### src/design/fpsc_pkg.sv
package fpsc_pkg;

  // ****************************************
  // register offsets
  // ****************************************
  localparam logic [7:0] REG_CTRL   = 8'h00;
  localparam logic [7:0] REG_INIT   = 8'h04;
  localparam logic [7:0] REG_STATUS = 8'h08;
  localparam logic [7:0] REG_SHIFT  = 8'h0C;
  localparam logic [7:0] REG_DELAY  = 8'h10;
  localparam logic [7:0] REG_TAPS   = 8'h14;
  localparam logic [7:0] REG_PERIOD = 8'h18;
  localparam logic [7:0] REG_COARSE = 8'h1C;
  localparam logic [7:0] REG_FBLAG  = 8'h20;

  // ****************************************
  // field positions
  // ****************************************
  localparam int CTRL_MODE_LSB   = 0;
  localparam int CTRL_POL_EN     = 2;
  localparam int CTRL_POL_CLK    = 3;
  localparam int CTRL_POL_DIR    = 4;
  localparam int CTRL_COARSE_LSB = 5;
  localparam int STATUS_OVF      = 0;
  localparam int STATUS_BUSY     = 1;

  // ****************************************
  // reset values
  // ****************************************
  localparam logic [1:0]        MODE_RST   = 2'h0;
  localparam logic [2:0]        POL_RST    = 3'h0;
  localparam logic [1:0]        COARSE_RST = 2'h0;
  localparam logic signed [8:0] INIT_RST   = 9'h000;

  // ****************************************
  // shift arithmetic and timing
  // ****************************************
  localparam int SHIFT_LIMIT       = 255;
  localparam int STEP_DIV          = 256;
  localparam int COARSE_QUARTER    = 64;
  localparam int PCLK_PERIOD_PS    = 4000;
  localparam int SETTLE_REF_CYCLES = 100;
  localparam int TRAIL_STEP_CYCLES = 3;

  // ****************************************
  // modes and states
  // ****************************************
  typedef enum logic [1:0] {FPSC_MODE_OFF, FPSC_MODE_FIXED, FPSC_MODE_VAR} fpsc_mode_t;
  typedef enum logic [1:0] {FPSC_IDLE, FPSC_SETTLE, FPSC_TRAIL, FPSC_DONE} fpsc_state_t;

endpackage

### src/design/fpsc_shifter.sv
// The implementer's own choices: the APB slave port and the placing of the registers.
`timescale 1ns/1ps
// Overview of operation
// - step size is period/256 or one tap
// - one delay shifts all outputs together
// - fine delay adds onto coarse phase offset
// - mode is disabled, fixed or variable
// - disabled mode applies zero shift
// - delay equals shift/256 times reference period
// - positive delays feedback, negative advances it
// - tap range limits usable shift
// - variable mode starts from initial shift
// - step edges count only while enabled
// - direction high adds, low subtracts one step
// - done pulses three step cycles after settling, for one step cycle
// - manager reset restores initial shift
// - net count confined to -255..+255
// - step inputs have selectable polarity
// - overflow flag on range or tap exhaustion
// - manager reset active high, asynchronous
module fpsc_shifter #(
  parameter int TAP_PS     = 40,
  parameter int NUM_TAPS   = 256,
  parameter int PERIOD_W   = 12,
  parameter int SETTLE_REF = fpsc_pkg::SETTLE_REF_CYCLES
) (
  // apb clock and reset
  input  wire logic        pclk,
  input  wire logic        presetn,
  // apb slave
  input  wire logic [7:0]  paddr,
  input  wire logic        psel,
  input  wire logic        penable,
  input  wire logic        pwrite,
  input  wire logic [31:0] pwdata,
  output logic      [31:0] prdata,
  output logic             pready,
  output logic             pslverr,
  // manager reset
  input  wire logic        manager_reset,
  // clocks under control
  input  wire logic        reference_clock_in,
  input  wire logic        feedback_clock_in,
  // step port
  input  wire logic        step_enable,
  input  wire logic        step_clock,
  input  wire logic        step_direction,
  output logic             step_done,
  // delay line control
  output logic signed [31:0] fine_delay_time,
  output logic [$clog2(NUM_TAPS+1)-1:0] tap_select
);

  localparam int TAP_W  = $clog2(NUM_TAPS + 1);
  localparam int WAIT_W = $clog2(SETTLE_REF + 1);

  // ****************************************
  // state types
  // ****************************************
  typedef struct packed {
    logic [1:0]        mode;
    logic [2:0]        pol;
    logic [1:0]        coarse;
    logic signed [8:0] init;
    logic [31:0]       prdata;
    logic              pready;
    logic              pslverr;
  } fpsc_cfg_t;

  typedef struct packed {
    logic [2:0]           sclk;
    logic [2:0]           sen;
    logic [2:0]           sdir;
    logic [2:0]           sref;
    logic [2:0]           sfb;
    logic [PERIOD_W-1:0]  period_cnt;
    logic [PERIOD_W-1:0]  period;
    logic [PERIOD_W-1:0]  fb_lag;
    logic signed [8:0]    net;
    fpsc_pkg::fpsc_state_t state;
    logic [WAIT_W-1:0]    wait_cnt;
    logic [1:0]           trail_cnt;
    logic                 done;
    logic                 ovf;
    logic signed [31:0]   delay_ps;
    logic [TAP_W-1:0]     taps;
  } fpsc_core_t;

  fpsc_cfg_t  cfg_ff;
  fpsc_cfg_t  nxt_cfg;
  fpsc_core_t core_ff;
  fpsc_core_t nxt_core;

  logic                core_rst_n;
  logic                acc;
  logic                wr;
  logic                hit;
  logic [31:0]         rd_data;
  logic                clk_rise;
  logic                en_at;
  logic                dir_at;
  logic                ref_rise;
  logic                fb_rise;
  logic signed [9:0]   cur_shift;
  logic signed [9:0]   cand_shift;
  logic signed [9:0]   cand_net;
  logic signed [31:0]  cand_ps;
  logic [31:0]         cur_taps;
  logic signed [10:0]  coarse_sum;

  // ****************************************
  // arithmetic helpers
  // ****************************************
  function automatic logic signed [9:0] applied_shift(
    input logic [1:0]        mode,
    input logic signed [8:0] init,
    input logic signed [9:0] net
  );
    logic signed [9:0] res;
    res = '0;
    case (fpsc_pkg::fpsc_mode_t'(mode))
      fpsc_pkg::FPSC_MODE_FIXED: res = 10'(init);
      fpsc_pkg::FPSC_MODE_VAR:   res = 10'(init) + net;
      default:                   res = '0;
    endcase
    return res;
  endfunction

  function automatic logic signed [31:0] delay_ps_of(
    input logic signed [9:0]   shift,
    input logic [PERIOD_W-1:0] period
  );
    logic signed [39:0] prod;
    prod = 40'(shift) * $signed({1'b0, 39'(period)});
    prod = prod * 40'(fpsc_pkg::PCLK_PERIOD_PS);
    return 32'(prod / 40'(fpsc_pkg::STEP_DIV));
  endfunction

  function automatic logic [31:0] taps_of(input logic signed [31:0] ps);
    logic [31:0] mag;
    mag = ps[31] ? 32'(-ps) : 32'(ps);
    return mag / 32'(TAP_PS);
  endfunction

  function automatic logic out_of_range(input logic signed [9:0] val);
    return (val > 10'(fpsc_pkg::SHIFT_LIMIT)) || (val < -10'(fpsc_pkg::SHIFT_LIMIT));
  endfunction

  // ****************************************
  // register read decode
  // ****************************************
  always_comb begin
    rd_data = 32'h0000_0000;
    hit     = 1'b1;
    if (paddr == fpsc_pkg::REG_CTRL) begin
      rd_data[fpsc_pkg::CTRL_MODE_LSB +: 2]   = cfg_ff.mode;
      rd_data[fpsc_pkg::CTRL_POL_EN +: 3]     = cfg_ff.pol;
      rd_data[fpsc_pkg::CTRL_COARSE_LSB +: 2] = cfg_ff.coarse;
    end else if (paddr == fpsc_pkg::REG_INIT) begin
      rd_data = 32'(cfg_ff.init);
    end else if (paddr == fpsc_pkg::REG_STATUS) begin
      rd_data[fpsc_pkg::STATUS_OVF]  = core_ff.ovf;
      rd_data[fpsc_pkg::STATUS_BUSY] = core_ff.state != fpsc_pkg::FPSC_IDLE;
    end else if (paddr == fpsc_pkg::REG_SHIFT) begin
      rd_data = 32'(core_ff.net);
    end else if (paddr == fpsc_pkg::REG_DELAY) begin
      rd_data = core_ff.delay_ps;
    end else if (paddr == fpsc_pkg::REG_TAPS) begin
      rd_data = 32'(core_ff.taps);
    end else if (paddr == fpsc_pkg::REG_PERIOD) begin
      rd_data = 32'(core_ff.period);
    end else if (paddr == fpsc_pkg::REG_COARSE) begin
      rd_data = 32'(coarse_sum);
    end else if (paddr == fpsc_pkg::REG_FBLAG) begin
      rd_data = 32'(core_ff.fb_lag);
    end else begin
      hit = 1'b0;
    end
  end

  // ****************************************
  // next state
  // ****************************************
  always_comb begin
    nxt_cfg  = cfg_ff;
    nxt_core = core_ff;
    acc      = psel & penable;
    wr       = acc & pwrite & cfg_ff.pready;

    // apb: one wait state, data and error with pready
    nxt_cfg.pready  = acc & ~cfg_ff.pready;
    nxt_cfg.pslverr = acc & ~cfg_ff.pready & ~hit;
    if (acc && !cfg_ff.pready) begin
      nxt_cfg.prdata = rd_data;
    end
    if (wr && paddr == fpsc_pkg::REG_CTRL) begin
      nxt_cfg.mode   = pwdata[fpsc_pkg::CTRL_MODE_LSB +: 2];
      nxt_cfg.pol    = pwdata[fpsc_pkg::CTRL_POL_EN +: 3];
      nxt_cfg.coarse = pwdata[fpsc_pkg::CTRL_COARSE_LSB +: 2];
    end
    if (wr && paddr == fpsc_pkg::REG_INIT) begin
      nxt_cfg.init = $signed(pwdata[8:0]);
    end

    // synchronisers
    nxt_core.sclk = {core_ff.sclk[1:0], step_clock};
    nxt_core.sen  = {core_ff.sen[1:0], step_enable};
    nxt_core.sdir = {core_ff.sdir[1:0], step_direction};
    nxt_core.sref = {core_ff.sref[1:0], reference_clock_in};
    nxt_core.sfb  = {core_ff.sfb[1:0], feedback_clock_in};

    clk_rise = (core_ff.sclk[1] ^ cfg_ff.pol[1]) & ~(core_ff.sclk[2] ^ cfg_ff.pol[1]);
    en_at    = core_ff.sen[2] ^ cfg_ff.pol[0];
    dir_at   = core_ff.sdir[2] ^ cfg_ff.pol[2];
    ref_rise = core_ff.sref[1] & ~core_ff.sref[2];
    fb_rise  = core_ff.sfb[1] & ~core_ff.sfb[2];

    // reference period and feedback lag in pclk cycles
    if (ref_rise) begin
      nxt_core.period     = core_ff.period_cnt + PERIOD_W'(1);
      nxt_core.period_cnt = '0;
    end else if (core_ff.period_cnt != '1) begin
      nxt_core.period_cnt = core_ff.period_cnt + PERIOD_W'(1);
    end
    if (fb_rise) begin
      nxt_core.fb_lag = core_ff.period_cnt;
    end

    cur_shift = applied_shift(cfg_ff.mode, cfg_ff.init, 10'(core_ff.net));
    nxt_core.delay_ps = delay_ps_of(cur_shift, core_ff.period);
    cur_taps          = taps_of(core_ff.delay_ps);
    // one tap select feeds the common delay line
    nxt_core.taps = (cur_taps > 32'(NUM_TAPS)) ? TAP_W'(NUM_TAPS) : TAP_W'(cur_taps);
    coarse_sum = 11'(cfg_ff.coarse) * 11'(fpsc_pkg::COARSE_QUARTER) + 11'(cur_shift);

    cand_net   = 10'(core_ff.net) + (dir_at ? 10'sd1 : -10'sd1);
    cand_shift = applied_shift(cfg_ff.mode, cfg_ff.init, cand_net);
    cand_ps    = delay_ps_of(cand_shift, core_ff.period);

    if (wr && paddr == fpsc_pkg::REG_STATUS && pwdata[fpsc_pkg::STATUS_OVF]) begin
      nxt_core.ovf = 1'b0;
    end
    if (cur_taps >= 32'(NUM_TAPS)) begin
      nxt_core.ovf = 1'b1;
    end

    case (core_ff.state)
      fpsc_pkg::FPSC_IDLE: begin
        nxt_core.done = 1'b0;
        // only variable mode listens to step inputs
        // enabled step clock edge with direction
        if (fpsc_pkg::fpsc_mode_t'(cfg_ff.mode) == fpsc_pkg::FPSC_MODE_VAR && clk_rise
            && en_at) begin
          if (out_of_range(cand_net) || out_of_range(cand_shift)
              || taps_of(cand_ps) > 32'(NUM_TAPS)) begin
            nxt_core.ovf = 1'b1;
          end else begin
            nxt_core.net = 9'(cand_net);
          end
          nxt_core.wait_cnt = '0;
          nxt_core.state    = fpsc_pkg::FPSC_SETTLE;
        end
      end
      fpsc_pkg::FPSC_SETTLE: begin
        if (ref_rise) begin
          if (core_ff.wait_cnt == WAIT_W'(SETTLE_REF - 1)) begin
            nxt_core.trail_cnt = '0;
            nxt_core.state     = fpsc_pkg::FPSC_TRAIL;
          end else begin
            nxt_core.wait_cnt = core_ff.wait_cnt + WAIT_W'(1);
          end
        end
      end
      fpsc_pkg::FPSC_TRAIL: begin
        if (clk_rise) begin
          if (core_ff.trail_cnt == 2'(fpsc_pkg::TRAIL_STEP_CYCLES - 1)) begin
            nxt_core.done  = 1'b1;
            nxt_core.state = fpsc_pkg::FPSC_DONE;
          end else begin
            nxt_core.trail_cnt = core_ff.trail_cnt + 2'd1;
          end
        end
      end
      fpsc_pkg::FPSC_DONE: begin
        // requests before this point were dropped
        if (clk_rise) begin
          nxt_core.done  = 1'b0;
          nxt_core.state = fpsc_pkg::FPSC_IDLE;
        end
      end
      default: nxt_core.state = fpsc_pkg::FPSC_IDLE;
    endcase

    if (wr && (paddr == fpsc_pkg::REG_CTRL || paddr == fpsc_pkg::REG_INIT)) begin
      nxt_core.net   = '0;
      nxt_core.done  = 1'b0;
      nxt_core.state = fpsc_pkg::FPSC_IDLE;
    end
  end

  // ****************************************
  // registers
  // ****************************************
  always_ff @(posedge pclk or negedge presetn) begin
    if (!presetn) begin
      cfg_ff        <= '0;
      cfg_ff.mode   <= fpsc_pkg::MODE_RST;
      cfg_ff.pol    <= fpsc_pkg::POL_RST;
      cfg_ff.coarse <= fpsc_pkg::COARSE_RST;
      cfg_ff.init   <= fpsc_pkg::INIT_RST;
    end else begin
      cfg_ff <= nxt_cfg;
    end
  end

  // manager reset acts without the clock
  assign core_rst_n = presetn & ~manager_reset;

  always_ff @(posedge pclk or negedge core_rst_n) begin
    if (!core_rst_n) begin
      core_ff       <= '0;
      core_ff.state <= fpsc_pkg::FPSC_IDLE;
    end else begin
      core_ff <= nxt_core;
    end
  end

  // ****************************************
  // outputs
  // ****************************************
  assign prdata          = cfg_ff.prdata;
  assign pready          = cfg_ff.pready;
  assign pslverr         = cfg_ff.pslverr;
  assign step_done       = core_ff.done;
  // sign of delay gives later or earlier feedback
  assign fine_delay_time = core_ff.delay_ps;
  assign tap_select      = core_ff.taps;

endmodule

### config.mk
export PLATFORM = sky130hd
export DESIGN_NAME = fpsc_shifter
export DESIGN_NICKNAME = d
export VERILOG_FILES = /design/src/design/fpsc_pkg.sv /design/src/design/fpsc_shifter.sv
export SDC_FILE = /design/constraint.sdc
export NUM_CORES = 2
export LEC_CHECK = 0
export BUFFER_PORTS_ARGS = -buffer_cell sky130_fd_sc_hd__buf_4
export CAP_MARGIN = 20
export CORE_ASPECT_RATIO = 0.9
export CORE_UTILIZATION = 25
export DETAILED_ROUTE_END_ITERATION = 7
export MAX_ROUTING_LAYER = met4
export PLACE_DENSITY = 0.43
export SLEW_MARGIN = 20
export SYNTH_ARGS = -nofsm -noshare
export SYNTH_HDL_FRONTEND = slang
export SYNTH_SLANG_ARGS = --single-unit
### constraint.sdc
create_clock -name pclk -period 22.9 [get_ports pclk]
set_clock_uncertainty 0.1 [all_clocks]
set_input_delay 2.29 -clock pclk [delete_from_list [all_inputs] [get_ports pclk]]
set_output_delay 2.29 -clock pclk [all_outputs]
set_load 0.03 [all_outputs]
==> flow_metrics.py <==
metrics = {
    "placed_design": {
        "gp_congestion": 0.844,
        "io_buffers": 103,
        "dp_hpwl_um": 92000,
    },
    "clocking": {
        "cts_tree": "done",
        "cts-root-buf": "clkbuf_16",
        "cts.sinks": 164,
        "clk_path_buf_depth": 2,
        "cts_buffers": 17,
        "h-tree-depth": 4,
        "clk_latency_ns": 0.45,
        "clkTransAtPathRegs_ns": 0.07,
    },
    "setup_path": {
        "critPathArrivalTime_ns": 22.62,
        "cp-start-kind": "flop",
        "timing.reg2reg.setup_slack_ns": 0.52,
        "crit_slowest_cell": "or4_4",
        "endpoint_kind": "flop",
        "r2r-start": "core_ff[107]",
        "reg2regPathDepth": 107,
        "slowest_delay_ns": 0.60,
        "r2r-end": "core_ff[57]",
        "path_max_fanout": 8,
        "crit_type": "reg2reg",
        "critPathRequiredTime_ns": 23.14,
    },
    "timing": {
        "period_share_pct": 97.7,
        "min_period_ns": 22.38,
        "finalSetupTns_ns": 0,
        "rsz0062_at_grt": "yes",
        "report.final.hold_viol_count": 0,
        "worst_pin_slew_ns": 1.00,
        "setup_viol": 0,
        "fmax_ghz": 0.0447,
        "relSlewSlack_pct": 32.5,
        "slew_violations": 0,
    },
    "power": {
        "switchingPower_uw": 293,
        "clkPwrFrac_pct": 35.9,
        "intPower_uw": 561,
        "comb_power_share_pct": 23.4,
        "p_sw_share_pct": 34.3,
        "irDropWorstVdd_mv": 0.0521,
        "p_leak_uw": 0.0219,
        "p_total_uw": 854,
        "power_density_mw_per_mm2": 19.3,
        "p_seq_share_pct": 40.7,
    },
    "drt": {
        "antenna_left": 0,
        "viasPerCell": 4.95,
        "routed_wirelength_um": 112000,
        "drc": 0,
        "wl_per_cell_um": 16.8,
        "drtIter0Drc": 2205,
        "vias": 33000,
        "first_pass_iters": 5,
    },
    "synthesis": {
        "netlist_instances": 4344,
        "ys_seq_area_share_pct": 11.5,
        "synth_area_leaders": "fa_1, ha_1, dfrtp_1, inv_1, xnor2_1",
        "post-synth-top-count-cell": "inv_1",
        "ys_ff_latch": 164,
        "async_flop_share_pct": 100,
        "yosys.area.top_type": "fa_1",
        "synth-edff-count": 0,
        "yosys_most_used_dff": "dfrtp_1",
        "synth_top_area_share_pct": 18.3,
        "synth.distinct_cells": 121,
        "yosysWarnings": 0,
        "syn_area_mm2": 0.0358,
        "synth_area_per_cell_um2": 8.24,
        "ys_top_cells_by_count": "inv_1, nand2_1, ha_1",
        "syn_nets": 5065,
    },
    "hold_path": {
        "min_from": "core_ff[108]",
        "min_to": "core_ff[109]",
        "holdPathStages": 0,
        "hold_path.class": "reg2reg",
    },
    "global_routing": {
        "grt_start_max_net_pins": 60,
        "grt_use_total_pct": 15.6,
        "grt_first_pass_wirelength_um": 180000,
        "antenna_found_initial": 6,
        "grt_pass1_vias": 32100,
        "grt-ovfl-total": 0,
    },
    "run": {
        "drv_cap": 0,
    },
    "cells_and_area": {
        "drive_gt1_share_pct": 21.7,
        "area_growth_syn_to_layout_pct": 23.5,
        "nNetsFinal": 5506,
    },
    "die": {
        "core_mm2": 0.142,
        "start_util_pct": 25.2,
        "fp.dieW_um": 401,
        "rows": 131,
        "fp.dieH_um": 361,
        "ios": 127,
        "die_area_mm2": 0.145,
    },
    "outcome": {
        "status": "finished, final reports clean",
    },
}
==> critical path: cells and delay by family (launching register included) <==
| family | cells | cell delay [ns] |
|---|---|---|
| AO/OA/AOI/OAI | 41 | 7.58 |
| adder cells (fa/ha/maj) | 14 | 5.47 |
| AND/OR/NAND/NOR | 25 | 5.17 |
| buffers and inverters | 16 | 1.68 |
| XOR/XNOR | 9 | 1.28 |
| multiplexers | 2 | 0.52 |
| flip-flops | 1 | 0.41 |
==> kinds of logic after synthesis <==
logic type                 count (synthesis)  synth area share (%)
and+or+nand+nor                         1251                  17.7
AOI/OAI and AO/OA                       1030                  20.4
buffers and inverters                    815                  9.43
adders and majority gates                676                  30.5
xor gates and xnor gates                 327                  8.08
DFF                                      164                  11.5
muxes                                     81                  2.47
==> flip-flops by register name, indices dropped and copies added, names as in the netlist <==
signal,cells
fine_delay_time,32
pslverr,1
core_ff,72
step_done,1
pready,1
tap_select,9
prdata,32
cfg_ff,16
==> final cells by class <==
type,count,area [um^2]
diodes,3,7.51
fillers,15200,97700
inverters,576,2160
clock buffers,19,443
clock inverters,13,163
flip-flops and latches,164,4100
repair buffers,661,5120
well taps,1862,2330
multi-input cells,3365,29900
==> repair_timing <==
item / in CTS / in global routing
setup buffers: 26 / 39
endpoints found under the setup margin: 10 / 10
pin swaps: 43 / 127
gates resized for setup: 72 / 212
hold buffers: 0 / 0
cloned: 0 / 2
==> metrics by stage <==
| step | util (%) | hold WS [ns] | instance area (um^2) | cells | setup WS [ns] |
|---|---|---|---|---|---|
| global placement | 29.4 | 0.233 | 41700 | 6563 | -0.812 |
| floorplan | - | 0.231 | 36000 | 4344 | 0.0137 |
| detailed placement | 29.4 | 0.235 | 41700 | 6563 | -0.693 |
| finish | 31.2 | 0.252 | 44200 | 6663 | 0.517 |
| CTS | 30.2 | 0.254 | 42800 | 6621 | 0.000457 |
| global route | 31.1 | 0.262 | 44200 | 6661 | -0.477 |
==> per-layer routing <==
| metal | global-route usage (%) | part of all wire, % | vias up |
|---|---|---|---|
| met2 | 22.8 | 43 | 608 |
| met1 | 23.6 | 52 | 16300 |
| li1 | - | - | 15900 |
| met4 | 1.83 | 0.84 | 0 |
| met5 | - | 0 | - |
| met3 | 1.45 | 4.0 | 68 |
==> how the worst max path moves through the flow <==
stage | startpoint | to | cells after the start
3_3_place_gp | cfg_ff[47] | core_ff[57] | 103
6_report | core_ff[107] | core_ff[57] | 107
2_1_floorplan | cfg_ff[47] | core_ff[55] | 106
5_1_grt | core_ff[107] | core_ff[61] | 113
4_1_cts | cfg_ff[47] | core_ff[57] | 112
3_5_place_dp | cfg_ff[47] | core_ff[57] | 102
==> placed cells by master (no fill, tap or decap), types with 31 or more instances in the layout <==
master	n
nand3_1	91
nand2b_1	38
ha_1	326
and2_1	132
xor2_1	115
buf_4	634
xnor2_1	187
a21o_1	40
nand2_1	359
a22o_1	31
mux2_2	40
dfrtp_1	164
a211oi_1	32
nor3_1	81
and3_1	58
a21oi_1	206
inv_1	562
fa_1	326
nand4_1	43
nor2_1	218
o21bai_1	48
o21ai_0	158
o211ai_1	48
==> power by group through the flow <==
stage / sequential (uW) / combinational (uW) / clock [uW]
floorplan: 335 / 133 / 0
global placement: 352 / 190 / 0
detailed placement: 352 / 191 / 0
CTS: 347 / 193 / 313
global route: 351 / 217 / 324
finish: 348 / 200 / 306
Note: power is estimated with default switching activity, not from simulation.
